**src/verilog/mcrg_cfg.svh**
```systemverilog
// constants for the memory controller clock and reset generator
// assumes a single 250 MHz SYS_CLK that stands for the pll's fast output
`ifndef MCRG_CFG_SVH
`define MCRG_CFG_SVH

// =====================================
// clock rate
`define MCRG_CLK_PERIOD_NS 4

// =====================================
// pll lock model: least lock time, rounded up to cycles
`define MCRG_LOCK_TIME_NS 10000
`define MCRG_LOCK_CYCLES ((`MCRG_LOCK_TIME_NS + `MCRG_CLK_PERIOD_NS - 1) / `MCRG_CLK_PERIOD_NS)
`define MCRG_LOCK_CNT_W 12

// =====================================
// soft reset hold time on the physical layer, rounded up to cycles
`define MCRG_SOFT_TIME_NS 64
`define MCRG_SOFT_CYCLES ((`MCRG_SOFT_TIME_NS + `MCRG_CLK_PERIOD_NS - 1) / `MCRG_CLK_PERIOD_NS)
`define MCRG_SOFT_CNT_W 5

// =====================================
// reset values
`define MCRG_LOCK_CNT_RST 12'h0000
`define MCRG_SOFT_CNT_RST 5'h00

`endif

```
**src/verilog/mcrg_pkg.sv**
```systemverilog
// types shared by the clock and reset generator
// assumes nothing beyond the cfg header
package mcrg_pkg;

	// =====================================
	// pll lock model states
	typedef enum logic [1:0] {
		PLL_RESET,
		PLL_LOCKING,
		PLL_LOCKED
	} mcrg_pll_e;

	// rate mode of the controller
	typedef enum logic {
		RATE_FULL,
		RATE_HALF
	} mcrg_rate_e;

endpackage : mcrg_pkg

```
**src/verilog/mcrg_rst_sync.sv**
```systemverilog
// reset synchroniser: asserts asynchronously, releases on the clock
// assumes arst_b may fall at any time and clk runs while it is released
`timescale 1ns/1ns

module mcrg_rst_sync (
	input wire logic clk,
	input wire logic arst_b,
	output logic rst_b
);
	import mcrg_pkg::*;

	logic stage1_ff;
	logic stage2_ff;

	// =====================================
	// two-stage release chain; only stage2 leaves this module
	always_ff @(posedge clk or negedge arst_b) begin
		if (!arst_b) begin
			stage1_ff <= 1'b0;
			stage2_ff <= 1'b0;
		end else begin
			stage1_ff <= 1'b1;
			stage2_ff <= stage1_ff;
		end
	end

	assign rst_b = stage2_ff;

endmodule : mcrg_rst_sync

```
**src/verilog/mcrg_top.sv**
```systemverilog
// clock and reset generator for a ddr sdram controller and its physical layer
// assumes SYS_CLK is the pll fast output at memory rate; slower clocks are
// one-cycle enables; SOFT_RST_B and HALF_RATE_MODE come from pins.
`timescale 1ns/1ns
`include "mcrg_cfg.svh"

module mcrg_top #(
	parameter int unsigned LOCK_CYCLES = `MCRG_LOCK_CYCLES
) (
	input wire logic SYS_CLK,
	input wire logic RST_B,
	input wire logic SOFT_RST_B,
	input wire logic HALF_RATE_MODE,
	output logic SYS_CLK_EN,
	output logic AUX_FULL_EN,
	output logic AUX_HALF_EN,
	output logic USER_RST_B,
	output logic RESET_REQ_B,
	output mcrg_pkg::mcrg_rate_e RATE_MODE
);
	import mcrg_pkg::*;

	// last count values of the lock timer and the soft reset hold timer
	localparam logic [`MCRG_LOCK_CNT_W-1:0] LOCK_LAST = `MCRG_LOCK_CNT_W'(LOCK_CYCLES - 1);
	localparam logic [`MCRG_SOFT_CNT_W-1:0] SOFT_LAST =
		`MCRG_SOFT_CNT_W'(`MCRG_SOFT_CYCLES - 1);

	// lock model
	mcrg_pll_e pll_state_ff;
	mcrg_pll_e nxt_pll_state;
	logic [`MCRG_LOCK_CNT_W-1:0] lock_cnt_ff;
	logic locked_ff;
	// internal resets and pin synchronisers
	logic glb_rst_b;
	logic [1:0] pin_sync1_ff;
	logic [1:0] pin_sync2_ff;
	logic soft_prev_ff;
	logic soft_fall;
	logic soft_busy_ff;
	logic [`MCRG_SOFT_CNT_W-1:0] soft_cnt_ff;
	logic phy_run_ff;
	logic user_arst_b;
	// rate mode and enable generation
	logic phase_ff;
	mcrg_rate_e rate_ff;
	logic full_en_ff;
	logic half_en_ff;
	logic sys_en_ff;

	// =====================================
	// pll lock model, held in reset straight from the global pin
	always_comb begin
		nxt_pll_state = pll_state_ff;
		unique case (pll_state_ff)
			PLL_RESET: nxt_pll_state = PLL_LOCKING;
			PLL_LOCKING: begin
				if (lock_cnt_ff == LOCK_LAST) begin
					nxt_pll_state = PLL_LOCKED;
				end
			end
			PLL_LOCKED: nxt_pll_state = PLL_LOCKED;
			default: nxt_pll_state = PLL_RESET;
		endcase
	end

	// pll state and lock counter; RST_B acts here directly so the pll
	// stops at once instead of waiting for the resynchronised copy
	always_ff @(posedge SYS_CLK or negedge RST_B) begin
		if (!RST_B) begin
			pll_state_ff <= PLL_RESET;
			lock_cnt_ff <= `MCRG_LOCK_CNT_RST;
		end else begin
			pll_state_ff <= nxt_pll_state;
			if (pll_state_ff == PLL_LOCKING) begin
				lock_cnt_ff <= lock_cnt_ff + `MCRG_LOCK_CNT_W'(1);
			end
		end
	end

	// lock flag, also the reset request level
	always_ff @(posedge SYS_CLK or negedge RST_B) begin
		if (!RST_B) begin
			locked_ff <= 1'b0;
		end else begin
			locked_ff <= (nxt_pll_state == PLL_LOCKED);
		end
	end

	// low from reset until lock; a consumer should act on the falling
	// edge because the level stays low for the whole lock time
	assign RESET_REQ_B = locked_ff;

	// =====================================
	// resynchronised copy of the global reset for all other resets; the user reset gate also takes RST_B directly
	mcrg_rst_sync u_glb_sync (
		.clk(SYS_CLK),
		.arst_b(RST_B),
		.rst_b(glb_rst_b)
	);

	// pin inputs pass two flops before any use
	// reset values equal the idle pin levels so no false soft edge follows
	always_ff @(posedge SYS_CLK or negedge glb_rst_b) begin
		if (!glb_rst_b) begin
			pin_sync1_ff <= 2'h3; // soft reset idle high, half-rate default
			pin_sync2_ff <= 2'h3;
		end else begin
			pin_sync1_ff <= {SOFT_RST_B, HALF_RATE_MODE};
			pin_sync2_ff <= pin_sync1_ff;
		end
	end

	// =====================================
	// soft reset falling-edge detect and phy hold timer
	// a new fall during the hold restarts the timer; the pll never sees it
	assign soft_fall = soft_prev_ff & ~pin_sync2_ff[1];

	always_ff @(posedge SYS_CLK or negedge glb_rst_b) begin
		if (!glb_rst_b) begin
			soft_prev_ff <= 1'b1;
			soft_busy_ff <= 1'b0;
			soft_cnt_ff <= `MCRG_SOFT_CNT_RST;
		end else begin
			soft_prev_ff <= pin_sync2_ff[1];
			if (soft_fall) begin
				soft_busy_ff <= 1'b1;
				soft_cnt_ff <= `MCRG_SOFT_CNT_RST;
			end else if (soft_busy_ff) begin
				soft_cnt_ff <= soft_cnt_ff + `MCRG_SOFT_CNT_W'(1);
				if (soft_cnt_ff == SOFT_LAST) begin
					soft_busy_ff <= 1'b0;
				end
			end
		end
	end

	// phy runs only with lock and no soft reset; pll is untouched by soft reset
	always_ff @(posedge SYS_CLK or negedge glb_rst_b) begin
		if (!glb_rst_b) begin
			phy_run_ff <= 1'b0;
		end else begin
			phy_run_ff <= locked_ff & ~soft_busy_ff & ~soft_fall;
		end
	end

	// =====================================
	// user reset: async assert from flops, synchronous release
	// RST_B in the gate asserts at once, before the internal chain reacts;
	// release always passes the two flops of the synchroniser
	assign user_arst_b = RST_B & phy_run_ff;

	mcrg_rst_sync u_user_sync (
		.clk(SYS_CLK),
		.arst_b(user_arst_b),
		.rst_b(USER_RST_B)
	);

	// =====================================
	// rate mode, taken from the synchronised pin while phy is stopped
	// the pin is ignored while the phy runs so live user logic never sees
	// the enable pattern change under it
	always_ff @(posedge SYS_CLK or negedge glb_rst_b) begin
		if (!glb_rst_b) begin
			rate_ff <= RATE_HALF;
		end else if (!phy_run_ff) begin
			rate_ff <= pin_sync2_ff[0] ? RATE_HALF : RATE_FULL;
		end
	end

	assign RATE_MODE = rate_ff;

	// divider phase for the half-rate enable, runs only once locked
	always_ff @(posedge SYS_CLK or negedge glb_rst_b) begin
		if (!glb_rst_b) begin
			phase_ff <= 1'b0;
		end else if (locked_ff) begin
			phase_ff <= ~phase_ff;
		end else begin
			phase_ff <= 1'b0;
		end
	end

	// =====================================
	// clock enables, registered
	// registered so each enable is clean on SYS_CLK; half-rate enables are one-cycle pulses, AUX_FULL_EN stays high once locked
	always_ff @(posedge SYS_CLK or negedge glb_rst_b) begin
		if (!glb_rst_b) begin
			full_en_ff <= 1'b0;
			half_en_ff <= 1'b0;
			sys_en_ff <= 1'b0;
		end else begin
			full_en_ff <= locked_ff;
			half_en_ff <= locked_ff & phase_ff;
			if (rate_ff == RATE_HALF) begin
				sys_en_ff <= locked_ff & phase_ff;
			end else begin
				sys_en_ff <= locked_ff;
			end
		end
	end

	// outputs straight from the enable flops
	assign AUX_FULL_EN = full_en_ff;
	assign AUX_HALF_EN = half_en_ff;
	assign SYS_CLK_EN = sys_en_ff;

endmodule : mcrg_top

```
**config.mk**
```make
export PLATFORM = sky130hd
export DESIGN_NAME = mcrg_top
export DESIGN_NICKNAME = d
export VERILOG_FILES = /design/src/verilog/mcrg_pkg.sv /design/src/verilog/mcrg_rst_sync.sv /design/src/verilog/mcrg_top.sv
export VERILOG_INCLUDE_DIRS = /design/src /design/src/verilog
export SDC_FILE = /design/constraint.sdc
export NUM_CORES = 1
export LEC_CHECK = 0
export ABC_AREA = 1
export BUFFER_PORTS_ARGS = -buffer_cell sky130_fd_sc_hd__buf_2
export CORE_ASPECT_RATIO = 0.9
export CORE_UTILIZATION = 40
export CTS_CLUSTER_DIAMETER = 120
export DETAILED_ROUTE_END_ITERATION = 10
export GPL_TIMING_DRIVEN = 1
export SKIP_LAST_GASP = 1
export SYNTH_ARGS = -nofsm -noshare
export SYNTH_HDL_FRONTEND = slang
export SYNTH_SLANG_ARGS = --single-unit
export TNS_END_PERCENT = 1
```
**constraint.sdc**
```tcl
create_clock -name SYS_CLK -period 1.25 [get_ports SYS_CLK]
set_input_delay 0.25 -clock SYS_CLK [delete_from_list [all_inputs] [get_ports SYS_CLK]]
set_output_delay 0.25 -clock SYS_CLK [all_outputs]
set_load 0.01 [all_outputs]
```
==> flow_metrics.py <==
metrics = {
    "power": {
        "switching_power_mw": 0.602,
        "combPwrFrac": 0.112,
        "p_seq_frac": 0.554,
        "power.leakage_nw": 0.916,
        "p_int_mw": 1.78,
        "ir_worst_vdd_v": 0.000696,
        "power.density_nw_per_um2": 1340,
        "clockPowerShare": 0.333,
        "swShare": 0.253,
    },
    "setup_path": {
        "rr_worst_depth": 4,
        "arrival_ps": 1420,
        "cp-start-kind": "register",
        "crit_type": "reg -> reg",
        "cp_cell_sequence": "ha_2 > and3_4 > ha_4 > a211oi_2",
        "cp_num_buf_inv": 0,
        "max_stage_delay_ps": 380,
        "crit_path_max_fanout": 2,
        "critical_path_depth": 4,
        "cp-end-kind": "register",
        "cp.required_ps": 1450,
        "crit_slowest_cell": "dfrtp_1",
        "crit_family": "adder cells",
    },
    "timing": {
        "rsz0062_at_grt": "yes",
        "holdWs_ps": 63.6,
        "setup_slack_ps": 25.5,
        "min_period_ps": 1220,
        "max_clock_freq_mhz": 817,
        "hold_viol": 0,
        "finalSetupViolCount": 0,
        "slew_violations": 0,
        "finalSetupTns_ps": 0,
        "fin_skew_ps": 5.26,
        "min_period_over_period": 0.980,
    },
    "synthesis": {
        "syn_inst": 152,
        "synth.distinct_cells": 25,
        "netlist_area_um2": 1500,
        "synth_top_area_cell": "dfrtp_1",
        "synth_area_leaders": "dfrtp_1 50%, dfstp_2 11%, nand2_1 9.5%",
        "yosys_warnings": 0,
        "ys_seq_area_frac": 0.608,
        "postSynthAreaPerCell_um2": 9.84,
        "synthDominantCellAreaShare": 0.502,
        "ys_seq_elements": 36,
    },
    "routing": {
        "viasPerCell": 4.72,
        "vias": 1053,
        "drt_iter0_markers": 63,
        "final_antenna_net_count": 0,
        "drc": 0,
        "first_pass_iters": 4,
        "wl_per_cell_um": 11.8,
        "wirelength_mm": 2.63,
    },
    "grt": {
        "grt_pass1_vias": 1039,
        "track_usage": 0.161,
        "antenna_found_initial": 0,
        "grt_pass1_wl_mm": 4.55,
        "grt-ovfl-total": 0,
        "grt_max_degree": 19,
    },
    "place": {
        "place_congestion": 0.744,
        "io_buffers": 9,
        "pre_cts_slack_ps": -84.4,
        "place_hpwl_mm": 1.86,
        "dpl.cell_count": 209,
    },
    "cts": {
        "clock_sinks": 36,
        "root_buffer": "clkbuf_8",
        "clk_pin_slew_worst_paths_ps": 70,
        "cts_tree": "yes",
        "cts_made_buffers": 5,
        "clk-insertion-delay-late_ps": 280,
        "cts_htree_levels": 2,
        "cts_buffer_depth": 2,
    },
    "hold_path": {
        "worstHoldPathCells": 1,
        "min_path_type": "in -> reg",
    },
    "cells_and_area": {
        "area_growth_syn_to_layout_pct": 19.2,
        "insertedDiodeCount": 0,
        "finalNetCount": 185,
        "finalNonFillerCells": 223,
        "layout-drive-gt1-share": 0.263,
        "fin_util": 0.512,
    },
    "die": {
        "placementRows": 20,
        "ios": 10,
        "start_util": 0.430,
        "dieArea_um2": 3990,
        "die_y_um": 60,
        "die_w_um": 66.4,
        "coreArea_um2": 3480,
    },
    "outcome": {
        "status": "completed",
    },
    "run": {
        "drv_cap": 0,
    },
}
## worst paths after layout
check | slack (ps) | startpoint | to
max | 30 | soft_cnt_ff[0] | soft_cnt_ff[4]
min reg2reg | 150 | phy_run_ff | u_user_sync.stage1_ff
max in group asynchronous | 430 | RST_B | u_user_sync.rst_b
max reg2reg | 30 | soft_cnt_ff[0] | soft_cnt_ff[4]
min | 60 | SOFT_RST_B | pin_sync1_ff[1]
min in group asynchronous | 150 | phy_run_ff | u_user_sync.stage1_ff
## worst register-to-register path, cell delays in order (launching register included)
cell and delay, ps:
dfrtp_1 380, ha_2 190, and3_4 180, ha_4 210, a211oi_2 180
## metrics by stage
step	area [um^2]	power (mW)
after floorplan	1500	1.45
after global placement	1630	1.54
after detailed placement	1630	1.56
after CTS	1750	2.39
after global routing	1780	2.53
final	1780	2.38
## cell type report
class	count	area, um^2
clock buffer	5	68.8
timing repair buffer	19	120
fill	324	1700
inverter	22	82.6
tap	44	55.1
sequential	36	908
clock inverter	3	18.8
multi-input combinational	94	528
## cell usage after synthesis
master	count
dfstp_2	6
inv_2	1
nor2_2	1
buf_2	1
a211oi_1	1
o21ai_0	4
nand3_2	2
nor3_1	1
ha_1	3
nand2_2	2
inv_1	21
mux2_2	2
nand4_1	6
nand3_1	6
nand2_1	38
nor2_4	3
dfrtp_1	30
a21oi_1	5
nor2_1	11
xnor2_1	1
nand3b_1	1
and3_1	1
xor2_1	3
conb_1	1
o21ai_1	1
## registers in the layout, summed over array words and instances, names as in the netlist
register,cells
RATE_MODE,1
pin_sync2_ff,2
phy_run_ff,1
u_user_sync.rst_b,1
pin_sync1_ff,2
soft_busy_ff,1
soft_cnt_ff,5
u_glb_sync.rst_b,1
soft_prev_ff,1
AUX_FULL_EN,1
AUX_HALF_EN,1
SYS_CLK_EN,1
u_user_sync.stage1_ff,1
u_glb_sync.stage1_ff,1
lock_cnt_ff,12
RESET_REQ_B,1
phase_ff,1
pll_state_ff,2
## power groups by stage
stage	combinational [mW]	clock [mW]	sequential (mW)
floorplan	0.124	0	1.33
global placement	0.208	0	1.33
detailed placement	0.226	0	1.34
CTS	0.253	0.818	1.32
global route	0.312	0.884	1.33
finish	0.267	0.794	1.32
## cells by family after synthesis
logic type,synth area share
DFF,0.608
xor gates and xnor gates,0.0234
and+or+nand+nor,0.229
AOI/OAI and AO/OA,0.0385
muxes,0.0151
buffers and inverters,0.0586
adders and majority gates,0.0251
other,0.00251
## placed cells by master, fill, tap and decap left out, types with 5 or more instances in the layout
cell,n
nor2_1,11
nand3_1,6
inv_1,21
clkbuf_8,5
dfrtp_1,30
dfstp_2,6
buf_4,8
nand4_1,6
buf_2,9
nand2_1,38
a21oi_1,5
## per-layer routing
layer  track usage  vias to the layer above  share of wire
met3        0.0458                        7          0.043
met5             0                        -              0
met4        0.0760                        0          0.016
met1         0.202                      498           0.46
li1              -                      523              -
met2         0.257                       25           0.48
## timing repair
action	in CTS	in global routing
hold buffers	1	0
pin swaps	3	4
endpoints found under the hold margin	17	0
setup endpoints to repair	1	7
buffers inserted	0	5
gates resized for setup	3	0
Note: power is estimated with default switching activity, not from simulation.
